### src/design/nbci_defs.vh
`ifndef NBCI_DEFS_VH
`define NBCI_DEFS_VH

// Operation codes on the user command port.
`define NBCI_OP_READ    3'h0
`define NBCI_OP_PROG    3'h1
`define NBCI_OP_MPROG   3'h2
`define NBCI_OP_ERASE   3'h3
`define NBCI_OP_STATUS  3'h4
`define NBCI_OP_EDC     3'h5
`define NBCI_OP_RESET   3'h6

// Command codes sent to the memory on the low byte.
`define NBCI_C_PAGE_READ_CMD    8'h00
`define NBCI_C_READ2    8'h30
`define NBCI_C_PROG1    8'h80
`define NBCI_C_CBPROG   8'h85
`define NBCI_C_PROG2    8'h10
`define NBCI_C_DUMMY    8'h11
`define NBCI_C_PLANE2   8'h81
`define NBCI_C_ERASE1   8'h60
`define NBCI_C_ERASE2   8'hd0
`define NBCI_C_STATUS   8'h70
`define NBCI_C_EDC      8'h7b
`define NBCI_C_RESET    8'hff

// Timing, in ns as specified, and cycle counts derived from the clock.
`define NBCI_CLK_NS     100
`define NBCI_T_REA_NS   30
`define NBCI_T_WB_NS    100
`define NBCI_REA_CYC ((`NBCI_T_REA_NS + `NBCI_CLK_NS - 1) / `NBCI_CLK_NS)
`define NBCI_WB_CYC  ((`NBCI_T_WB_NS + `NBCI_CLK_NS - 1) / `NBCI_CLK_NS)

// Write data buffer shape.
`define NBCI_FIFO_W     16
`define NBCI_FIFO_D     4
`define NBCI_FIFO_AW    2

`endif

### src/design/nbci_host.v
// Function
// - Select low during operation, high idle
// - Ready/busy is pulled-up input, never driven
// - Upper byte used for data in x16
// - Five x8 address bytes, fixed layout
// - Five x16 address bytes, fixed layout
// - Unused address bits and upper lines low
// - Two-code read, program, erase sequences
// - Multi-plane program 80/85,11,81,10 order
// - Error-detect status only after copy-back
// - Read: latches low, write strobe high
// - Write mode: read strobe, protect high; protect is driven high only for program and erase ops
`timescale 1ns/1ps
`include "nbci_defs.vh"

// Small first-in first-out buffer for program data.
module nbci_fifo #(
   parameter W  = 16,
   parameter D  = 4,
   parameter AW = 2
) (
   input  wire          clk,
   input  wire          rst_n,
   input  wire          in_valid,
   output wire          in_ready,
   input  wire [W-1:0]  in_data,
   output wire          out_valid,
   input  wire          out_ready,
   output wire [W-1:0]  out_data
);
   reg [W-1:0]  mem [0:D-1];
   reg [AW-1:0] wp;
   reg [AW-1:0] rp;
   reg [AW:0]   cnt;
   wire         push;
   wire         pop;

   // Full and empty come straight from the occupancy count.
   assign in_ready  = (cnt != D[AW:0]);
   assign out_valid = (cnt != {(AW+1){1'b0}});
   assign out_data  = mem[rp];
   assign push      = in_valid & in_ready;
   assign pop       = out_valid & out_ready;

   // Pointers wrap naturally because the depth is a power of two.
   always @(posedge clk or negedge rst_n) begin
      if (!rst_n) begin
         wp  <= {AW{1'b0}};
         rp  <= {AW{1'b0}};
         cnt <= {(AW+1){1'b0}};
      end else begin
         if (push)
            wp <= wp + 1'b1;
         if (pop)
            rp <= rp + 1'b1;
         if (push & ~pop)
            cnt <= cnt + 1'b1;
         else if (pop & ~push)
            cnt <= cnt - 1'b1;
      end
   end

   // Storage carries no reset; only the pointers and the count need a defined value.
   always @(posedge clk) begin
      if (push)
         mem[wp] <= in_data;
   end
endmodule // nbci_fifo

// Host-side sequencer that drives a NAND memory through its pins.
module nbci_host (
   input  wire        sys_clk,
   input  wire        rst_n,
   input  wire        cmd_valid,
   output wire        cmd_ready,
   input  wire [2:0]  cmd_op,
   input  wire [28:0] cmd_addr,
   input  wire [28:0] cmd_addr2,
   input  wire [11:0] cmd_len,
   input  wire        cmd_copyback,
   input  wire        bus_x16,
   output reg         cmd_done,
   output reg         cmd_err,
   input  wire        wr_valid,
   output wire        wr_ready,
   input  wire [15:0] wr_data,
   output reg         rd_valid,
   output reg  [15:0] rd_data,
   output reg         ce_n,
   output reg         cle,
   output reg         ale,
   output reg         we_n,
   output reg         read_strobe_n,
   output reg         wp_n,
   output reg  [15:0] io_out,
   output reg         io_oe,
   input  wire [15:0] io_in,
   input  wire        rb_in
);
   localparam S_IDLE = 1'b0;
   localparam S_RUN  = 1'b1;
   localparam K_CMD  = 3'h0;
   localparam K_ADDR = 3'h1;
   localparam K_WDAT = 3'h2;
   localparam K_WAIT = 3'h3;
   localparam K_RDAT = 3'h4;
   localparam K_END  = 3'h5;
   // Sums are formed at full width, then cut to the counter on purpose.
   localparam integer REA_SUM  = `NBCI_REA_CYC + 2;
   localparam integer WB_SUM   = `NBCI_WB_CYC + 2;
   localparam [3:0]   REA_WAIT = REA_SUM[3:0];
   localparam [3:0]   WB_WAIT  = WB_SUM[3:0];

   reg        st;
   reg        ph;
   reg [3:0]  stg;
   reg [2:0]  op;
   reg [28:0] addr;
   reg [28:0] addr2;
   reg [11:0] len;
   reg        cb;
   reg        x16;
   reg        cb_seen;
   reg [11:0] cnt;
   reg [2:0]  idx;
   reg [3:0]  tcnt;
   reg [15:0] io_m;
   reg [15:0] io_s;
   reg        rb_m;
   reg        rb_s;
   reg [2:0]  kind;
   reg [7:0]  code;
   reg        sel2;
   reg [7:0]  abyte;
   wire [28:0] a;
   wire [2:0]  bidx;
   wire [2:0]  blast;
   wire [11:0] lim;
   wire        f_valid;
   wire        f_ready;
   wire [15:0] f_data;
   wire        modify;

   // Pins from the memory pass two flops before any logic sees them.
   always @(posedge sys_clk or negedge rst_n) begin
      if (!rst_n) begin
         io_m <= 16'h0000;
         io_s <= 16'h0000;
         rb_m <= 1'b0;
         rb_s <= 1'b0;
      end else begin
         io_m <= io_in;
         io_s <= io_m;
         rb_m <= rb_in;
         rb_s <= rb_m;
      end
   end

   nbci_fifo #(
      .W  (`NBCI_FIFO_W),
      .D  (`NBCI_FIFO_D),
      .AW (`NBCI_FIFO_AW)
   ) u_fifo (
      .clk       (sys_clk),
      .rst_n     (rst_n),
      .in_valid  (wr_valid),
      .in_ready  (wr_ready),
      .in_data   (wr_data),
      .out_valid (f_valid),
      .out_ready (f_ready),
      .out_data  (f_data)
   );

   // Busy memory accepts only reset and status, so others wait here.
   assign cmd_ready = (st == S_IDLE) &
                      (rb_s | (cmd_op == `NBCI_OP_STATUS) |
                       (cmd_op == `NBCI_OP_RESET));
   assign modify = (cmd_op == `NBCI_OP_PROG) |
                   (cmd_op == `NBCI_OP_MPROG) |
                   (cmd_op == `NBCI_OP_ERASE);
   assign f_ready = (st == S_RUN) & (kind == K_WDAT) & ~ph & (cnt != len);

   // Step table: what each operation sends at each stage.
   always @* begin
      kind = K_END;
      code = `NBCI_C_RESET;
      sel2 = 1'b0;
      case (op)
         `NBCI_OP_READ: begin
            case (stg)
               4'h0: begin kind = K_CMD; code = `NBCI_C_PAGE_READ_CMD; end
               4'h1: kind = K_ADDR;
               4'h2: begin kind = K_CMD; code = `NBCI_C_READ2; end
               4'h3: kind = K_WAIT;
               4'h4: kind = K_RDAT;
               default: kind = K_END;
            endcase
         end
         `NBCI_OP_PROG, `NBCI_OP_MPROG: begin
            case (stg)
               4'h0: begin
                  kind = K_CMD;
                  code = cb ? `NBCI_C_CBPROG : `NBCI_C_PROG1;
               end
               4'h1: kind = K_ADDR;
               4'h2: kind = K_WDAT;
               4'h3: begin
                  kind = K_CMD;
                  code = (op == `NBCI_OP_MPROG) ? `NBCI_C_DUMMY
                                                : `NBCI_C_PROG2;
               end
               4'h4: kind = K_WAIT;
               4'h5: begin
                  kind = (op == `NBCI_OP_MPROG) ? K_CMD : K_END;
                  code = `NBCI_C_PLANE2;
               end
               4'h6: begin kind = K_ADDR; sel2 = 1'b1; end
               4'h7: kind = K_WDAT;
               4'h8: begin kind = K_CMD; code = `NBCI_C_PROG2; end
               4'h9: kind = K_WAIT;
               default: kind = K_END;
            endcase
         end
         `NBCI_OP_ERASE: begin
            case (stg)
               4'h0: begin kind = K_CMD; code = `NBCI_C_ERASE1; end
               4'h1: kind = K_ADDR;
               4'h2: begin kind = K_CMD; code = `NBCI_C_ERASE2; end
               4'h3: kind = K_WAIT;
               default: kind = K_END;
            endcase
         end
         `NBCI_OP_STATUS, `NBCI_OP_EDC: begin
            case (stg)
               4'h0: begin
                  kind = K_CMD;
                  code = (op == `NBCI_OP_EDC) ? `NBCI_C_EDC
                                              : `NBCI_C_STATUS;
               end
               4'h1: kind = K_RDAT;
               default: kind = K_END;
            endcase
         end
         `NBCI_OP_RESET: begin
            case (stg)
               4'h0: kind = K_CMD;
               4'h1: kind = K_WAIT;
               default: kind = K_END;
            endcase
         end
         default: kind = K_END;
      endcase
   end

   // Erase sends only the three row bytes; zeros fill unused bits.
   assign a     = sel2 ? addr2 : addr;
   assign bidx  = (op == `NBCI_OP_ERASE) ? idx + 3'h2 : idx;
   assign blast = (op == `NBCI_OP_ERASE) ? 3'h2 : 3'h4;
   assign lim   = ((op == `NBCI_OP_STATUS) | (op == `NBCI_OP_EDC)) ?
                  12'h001 : len;
   always @* begin
      abyte = 8'h00;
      case (bidx)
         3'h0: abyte = a[7:0];
         3'h1: abyte = x16 ? {5'h00, a[10:8]} : {4'h0, a[11:8]};
         3'h2: abyte = x16 ? a[18:11] : a[19:12];
         3'h3: abyte = x16 ? a[26:19] : a[27:20];
         3'h4: abyte = x16 ? {7'h00, a[27]} : {7'h00, a[28]};
         default: abyte = 8'h00;
      endcase
   end

   // Main sequencer; every strobe phase lasts at least one clock.
   always @(posedge sys_clk or negedge rst_n) begin
      if (!rst_n) begin
         st <= S_IDLE; ph <= 1'b0; stg <= 4'h0; op <= `NBCI_OP_RESET;
         addr <= 29'h0; addr2 <= 29'h0; len <= 12'h000; cb <= 1'b0;
         x16 <= 1'b0; cb_seen <= 1'b0; cnt <= 12'h000; idx <= 3'h0;
         tcnt <= 4'h0; cmd_done <= 1'b0; cmd_err <= 1'b0;
         rd_valid <= 1'b0; rd_data <= 16'h0000; ce_n <= 1'b1;
         cle <= 1'b0; ale <= 1'b0; we_n <= 1'b1; read_strobe_n <= 1'b1;
         wp_n <= 1'b0; io_out <= 16'h0000; io_oe <= 1'b0;
      end else begin
         cmd_done <= 1'b0;
         cmd_err  <= 1'b0;
         rd_valid <= 1'b0;
         case (st)
            S_IDLE: begin
               if (cmd_valid & cmd_ready) begin
                  if ((cmd_op == 3'h7) |
                      ((cmd_op == `NBCI_OP_EDC) & ~cb_seen)) begin
                     cmd_err <= 1'b1;
                  end else begin
                     op <= cmd_op; addr <= cmd_addr; addr2 <= cmd_addr2;
                     len <= cmd_len; cb <= cmd_copyback; x16 <= bus_x16;
                     stg <= 4'h0; ph <= 1'b0; cnt <= 12'h000;
                     idx <= 3'h0; tcnt <= 4'h0;
                     ce_n <= 1'b0;
                     wp_n <= modify;
                     st <= S_RUN;
                  end
               end
            end
            S_RUN: begin
               case (kind)
                  K_CMD, K_ADDR: begin
                     if (!ph) begin
                        cle <= (kind == K_CMD);
                        ale <= (kind == K_ADDR);
                        io_out <= {8'h00, (kind == K_CMD) ? code
                                                          : abyte};
                        io_oe <= 1'b1;
                        we_n <= 1'b0;
                        ph <= 1'b1;
                     end else begin
                        we_n <= 1'b1;
                        ph <= 1'b0;
                        if ((kind == K_CMD) | (idx == blast)) begin
                           idx <= 3'h0;
                           stg <= stg + 4'h1;
                        end else
                           idx <= idx + 3'h1;
                     end
                  end
                  K_WDAT: begin
                     if (!ph) begin
                        cle <= 1'b0;
                        ale <= 1'b0;
                        if (cnt == len) begin
                           cnt <= 12'h000;
                           stg <= stg + 4'h1;
                        end else if (f_valid) begin
                           io_out <= x16 ? f_data
                                         : {8'h00, f_data[7:0]};
                           io_oe <= 1'b1;
                           we_n <= 1'b0;
                           ph <= 1'b1;
                        end
                     end else begin
                        we_n <= 1'b1;
                        ph <= 1'b0;
                        cnt <= cnt + 12'h001;
                     end
                  end
                  K_WAIT: begin
                     cle <= 1'b0; ale <= 1'b0; io_oe <= 1'b0;
                     if (tcnt != WB_WAIT)
                        tcnt <= tcnt + 4'h1;
                     else if (rb_s) begin
                        tcnt <= 4'h0;
                        stg <= stg + 4'h1;
                     end
                  end
                  K_RDAT: begin
                     cle <= 1'b0; ale <= 1'b0; io_oe <= 1'b0;
                     if (!ph) begin
                        if (cnt == lim) begin
                           cnt <= 12'h000;
                           stg <= stg + 4'h1;
                        end else begin
                           read_strobe_n <= 1'b0;
                           tcnt <= 4'h0;
                           ph <= 1'b1;
                        end
                     end else if (tcnt != REA_WAIT) begin
                        tcnt <= tcnt + 4'h1;
                     end else begin
                        rd_data <= x16 ? io_s : {8'h00, io_s[7:0]};
                        rd_valid <= 1'b1;
                        read_strobe_n <= 1'b1;
                        cnt <= cnt + 12'h001;
                        ph <= 1'b0;
                     end
                  end
                  default: begin
                     cle <= 1'b0; ale <= 1'b0; io_oe <= 1'b0;
                     ce_n <= 1'b1;
                     wp_n <= 1'b0;
                     if ((op == `NBCI_OP_PROG) | (op == `NBCI_OP_MPROG))
                        cb_seen <= cb;
                     cmd_done <= 1'b1;
                     st <= S_IDLE;
                  end
               endcase
            end
            default: st <= S_IDLE;
         endcase
      end
   end
endmodule // nbci_host

### config.mk
export PLATFORM = sky130hd
export DESIGN_NAME = nbci_host
export DESIGN_NICKNAME = d
export VERILOG_FILES = /design/src/design/nbci_host.v
export VERILOG_INCLUDE_DIRS = /design/src /design/src/design
export SDC_FILE = /design/constraint.sdc
export NUM_CORES = 1
export LEC_CHECK = 0
export BUFFER_PORTS_ARGS = -buffer_cell sky130_fd_sc_hd__clkbuf_2
export CAP_MARGIN = 20
export CORE_UTILIZATION = 40
export CTS_CLUSTER_DIAMETER = 30
export DETAILED_ROUTE_END_ITERATION = 16
export PLACE_DENSITY_LB_ADDON = 0.08
export SYNTH_ARGS = -nofsm -noshare
export SYNTH_HDL_FRONTEND = slang
export SYNTH_SLANG_ARGS = --single-unit
### constraint.sdc
create_clock -name sys_clk -period 8.7 [get_ports sys_clk]
set_input_delay 1.74 -clock sys_clk [delete_from_list [all_inputs] [get_ports sys_clk]]
set_output_delay 1.74 -clock sys_clk [all_outputs]
set_load 0.005 [all_outputs]
== Word level (Yosys, flattened, before mapping) ==
Memories as Yosys holds them, arrays and structs flattened.
Cells that the tools add are included.

* Bits in registers: 184
* RAM bits: 64
* Bits of input ports: 112
* Output and inout bits: 44
* Memories: 1

{| class="wikitable"
|+ Memory list
! name !! words !! width !! read ports !! clocked after memory_dff !! write ports !! line !! text
|-
| u_fifo.mem || 4 || 16 || 1 || 0 || 1 || nbci_host.v:31 || <nowiki>reg [W-1:0] mem [0:D-1];</nowiki>
|}

* Add/sub/neg operators: 9
* Equality and inequality tests: 67
* Mux-type cells: 120
* Bitwise operators: 26
* Reduce and logical (&&, ||, !) cells: 30

{| class="wikitable"
|+ Operators with widths
! operator !! count
|-
| two-way mux 12 bit || 8
|-
| two-way mux 16 bit || 6
|-
| two-way mux 4 bit || 17
|-
| one-hot mux 8 bit (4 select lines) || 2
|-
| one-hot mux 12 bit (2 select lines) || 2
|-
| two-way mux 1 bit || 45
|-
| one-hot mux 8 bit (5 select lines) || 1
|-
| two-way mux 3 bit || 11
|-
| two-way mux 8 bit || 4
|-
| one-hot mux 16 bit (2 select lines) || 1
|-
| one-hot mux 8 bit (2 select lines) || 2
|-
| one-hot mux 3 bit (5 select lines) || 2
|-
| two-way mux 29 bit || 1
|-
| == test 3 bit (second input constant) || 9
|-
| != test 3 bit (second input constant) || 9
|-
| == test 12 bit || 2
|-
| == test 3 x 2 -> 1 bit (second input constant) || 8
|-
| one-hot mux 4 bit (2 select lines) || 3
|-
| != test 4 bit (second input constant) || 5
|-
| one-hot mux 3 bit (2 select lines) || 3
|-
| AND reduction 6 bit || 3
|-
| == test 4 x 3 -> 1 bit (second input constant) || 4
|-
| one-hot mux 1 bit (2 select lines) || 8
|-
| one-hot mux 4 bit (4 select lines) || 1
|-
| other kinds (37) || 95
|}

== Longest topological paths before layout ==
* Word-level depth: 12
* Mapped depth: 16
* Depth with buffers taken out: 14

== Modules after synthesis ==
From an unflattened synthesis, not the netlist that was laid out.

* Cells, all modules: 1057
* Area total of the unflattened synthesis: 11651.2 sq um

{| class="wikitable"
|+ By module, submodules not included
! module !! instances !! cells an instance !! area an instance (sq um) !! seq. area each (sq um)
|-
| nbci_host || 1 || 938 || 8891.0 || 4435.5
|-
| nbci_fifo || 1 || 119 || 2760.1 || 2097.0
|}

== Worst setup path before layout ==
No wires, ideal clock.

* Kind: input-to-output
* From: input port cmd_op[0]
* To: output port cmd_ready
* Arrival time: 2108 ps
* Data required time: 6960 ps
* Path slack: 4852 ps
* Stages on the path: 2
* Buffers on the path: 0
* Path through: nand2b_1 a21oi_1

* Longest elaborated chain between the ends: 4

{| class="wikitable"
|+ RTL lines
! item !! line !! text
|-
| start, declared || nbci_host.v:76 || <nowiki>input wire [2:0] cmd_op,</nowiki>
|-
| == test 3 bit (no source line) || -- ||
|-
| bitwise OR 1 bit || nbci_host.v:176 || <nowiki>(rb_s | (cmd_op == `NBCI_OP_STATUS) |</nowiki>
|-
| bitwise OR 1 bit (*) || nbci_host.v:176 ||
|-
| AND 1 bit (*) || nbci_host.v:175 || <nowiki>assign cmd_ready = (st == S_IDLE) &</nowiki>
|-
| end, declared || nbci_host.v:75 || <nowiki>output wire cmd_ready,</nowiki>
|}

Mark *: on every way between the ends. The rest lies on a longest branch, timed or not.

== Worst setup path in the final report ==
Ends and elaborated chain as after synthesis.

==> flow_metrics.py <==
metrics = {
    "pwr": {
        "vdd_ir_drop_max_v": 0.000178,
        "cellPowerDensity_nw_per_um2": 407,
        "cellLeakagePower_nw": 6.67,
    },
    "floorplan": {
        "rows": 61,
        "fp.dieH_um": 171,
        "io_pins": 156,
        "fp.coreArea_um2": 27900,
        "dieArea_um2": 29300,
        "die_x_um": 171,
        "start_util_pct": 40.9,
    },
    "global_routing": {
        "grt_usage_pct": 20.2,
        "grt_antenna_before_repair": 0,
        "grt_overflow": 0,
        "grt_pass1_wl_um": 46500,
        "grt_max_degree": 114,
        "first_global_vias": 8661,
    },
    "synth": {
        "synthAdderAreaFrac_pct": 1.49,
        "synthSimpleGateAreaFrac_pct": 17.5,
        "synthTopCellsByArea": "dfrtp_1 39%, edfxtp_1 17%, nand2_1 9.8%",
        "synth_cell_types": 70,
        "synth_flop_cell": "dfrtp_1",
        "muxShareOfSynthArea_pct": 8.87,
        "synth-seq-area-share_pct": 57.2,
        "synth-edff-count": 64,
        "synth_top_family_by_area": "simple AND/OR/NAND/NOR gates",
        "async_flop_share_pct": 74.2,
        "syn_inst": 1065,
        "syn_area_um2": 11400,
        "synth_compound_area_share_pct": 11.0,
        "yosysWarnings": 0,
        "post-synth-top-count-cell": "nand2_1",
        "synth_nets": 1190,
        "ys_seq_elements": 248,
        "yosys.area.top_type": "dfrtp_1",
        "avgSynthCellArea_um2": 10.7,
        "synthXorXnorAreaFrac_pct": 0.920,
        "synth_top_area_share_pct": 39.2,
        "synth_common_cells": "297 x nand2_1, 179 x dfrtp_1, 64 x edfxtp_1, 61 x o21ai_0, 44 x clkbuf_1",
    },
    "sta": {
        "rsz0062_at_grt": "false",
        "hold_viol": 0,
        "maxSlewHeadroom_pct": 32.4,
        "final-setup-viol-count": 0,
        "finClkSkew_ns": 0.0235,
        "fin_crit_ns": 4.25,
        "finalSetupTns_ns": 0,
        "period_share_pct": 48.8,
        "final_max_slew_viol_count": 0,
        "fmax_ghz": 0.235,
        "worst_pin_slew_ns": 1.01,
    },
    "final_layout": {
        "fin_nets": 1357,
        "fin_util_pct": 52.1,
        "multiInputGateArea_um2": 4550,
        "area_growth_pct": 27.3,
        "stdcell_area_um2": 14500,
        "drive_gt1_share_pct": 25.5,
        "register_area_um2": 6530,
        "nFillCells": 2572,
        "fin_cells": 1662,
        "antenna_cells": 0,
    },
    "cts": {
        "clk_path_buf_depth": 3,
        "cts_setup_buffers": 0,
        "worstSkewPairLatency_ns": 0.57,
        "numCtsBuffers": 61,
        "cts_hold_buf": 0,
        "cts_root_buf": "clkbuf_16",
        "path_clk_slew_ns": 0.05,
        "cts.htree.levels": 2,
        "cts_tree": "done",
        "clkSinkCount": 248,
        "ctsResizeCount": 0,
    },
    "run_status": {
        "status": "finished clean",
    },
    "placed_design": {
        "dp_hpwl_um": 18700,
        "placed_area_um2": 12500,
        "io_buffers": 155,
        "routabilityCongestion": 0.856,
        "dp.cells": 1547,
    },
    "worst_setup_path": {
        "cp.arrival_ns": 2.51,
        "cp.required_ns": 6.96,
        "crit_start": "cmd_op[0]",
        "cp_max_fo": 4,
        "worstSetupStartpointType": "input port",
        "cp-end-kind": "output pin",
        "critPathKind": "input port to output pin",
        "reg2reg_from": "op[1]",
    },
    "job": {
        "drv_cap": 0,
    },
    "route": {
        "ant_nets": 0,
        "via_per_inst": 5.15,
        "drt-total-wl_um": 28500,
        "first_pass_iters": 4,
        "via_count": 8552,
        "drc": 0,
        "wl_per_cell_um": 17.2,
        "drt_iter0_markers": 556,
    },
    "min_path": {
        "min_from": "io_m[15]",
        "hold_path_class": "flop to flop",
    },
}
## metal layers
layer	share of wire [%]	track usage, %	vias up	wire length, um
met2	47	31.8	226	13400
li1	-	-	4151	-
met5	0	0	-	0
met1	46	28.6	4138	13200
met3	5.0	3.56	37	1440
met4	1.6	5.71	0	453
## cell families after synthesis
| kind of cell | count (synthesis) |
|---|---|
| AOI/OAI and AO/OA | 181 |
| muxes | 66 |
| buffers and inverters | 86 |
| adders and majority gates | 13 |
| and+or+nand+nor | 459 |
| xor gates and xnor gates | 12 |
| DFF | 248 |
## stage by stage
stage | worst slack [ns] | hold WS, ns | power [mW]
after floorplan | 4.85 | 0.331 | 3.17
after global placement | 4.48 | 0.333 | 3.74
after detailed placement | 4.48 | 0.335 | 3.76
after CTS | 4.47 | 0.339 | 5.98
after global routing | 4.19 | 0.351 | 6.32
final | 4.45 | 0.339 | 5.92
## final timing paths
kind                                   to  slack (ns)  depth (start not counted)
worst max-delay path            cmd_ready        4.45                          4
worst min-delay path             io_s[15]        0.34                          0
worst max register to register     cnt[1]        4.57                          8
worst min register to register   io_s[15]        0.34                          0
max in group asynchronous        addr[16]        5.89                          2
min in group asynchronous          cnt[0]        1.28                          1
## flip-flops by register name (all words and copies together) (netlist names), 2 cells and up
name / flops
io_out: 16
io_s: 16
rd_data: 16
cnt: 12
addr2: 29
addr: 29
len: 12
u_fifo.cnt: 3
io_m: 16
idx: 3
tcnt: 4
stg: 4
op: 3
u_fifo.mem: 64
u_fifo.wp: 2
u_fifo.rp: 2
## worst max-delay path, stage by stage
cell,delay [ns]
clkbuf_2,0.11
nand2b_1,0.15
a21oi_1,0.31
clkbuf_2,0.21
## power by group
| group | switching [mW] | internal (mW) |
|---|---|---|
| clock | 0.704 | 1.48 |
| combinational | 1.15 | 0.750 |
| sequential | 0.281 | 1.56 |
## cells in the final DEF (no fill, tap or decap), drive strengths merged, types with 5 or more instances in the layout
cell | Yosys | layout
clkinv | 0 | 23
buf | 15 | 8
nand4 | 10 | 10
mux4 | 26 | 26
o22ai | 9 | 9
xor2 | 7 | 7
a21oi | 22 | 22
nor4 | 7 | 7
clkinvlp | 0 | 9
nor2b | 8 | 8
nand2 | 297 | 297
edfxtp | 64 | 64
nor2 | 42 | 42
o22a | 8 | 8
and3 | 10 | 10
a21o | 6 | 6
mux2i | 24 | 24
nand3 | 34 | 34
ha | 12 | 12
o31ai | 5 | 5
inv | 27 | 32
o211ai | 5 | 5
xnor2 | 5 | 5
nor3 | 10 | 10
nand2b | 20 | 20
clkbuf | 44 | 229
dfrtp | 179 | 179
mux2 | 16 | 16
a221oi | 5 | 5
dfstp | 5 | 5
a31oi | 5 | 5
o21ai | 61 | 61
## final cells by class
class,count,area share (%)
flip-flops and latches,248,44.9
multi-input cells,731,31.3
clock buffers,74,11.5
repair buffers,163,5.80
well taps,378,3.25
clock inverters,41,2.63
inverters,27,0.697
No activity file was read; power rests on OpenSTA's default activity.
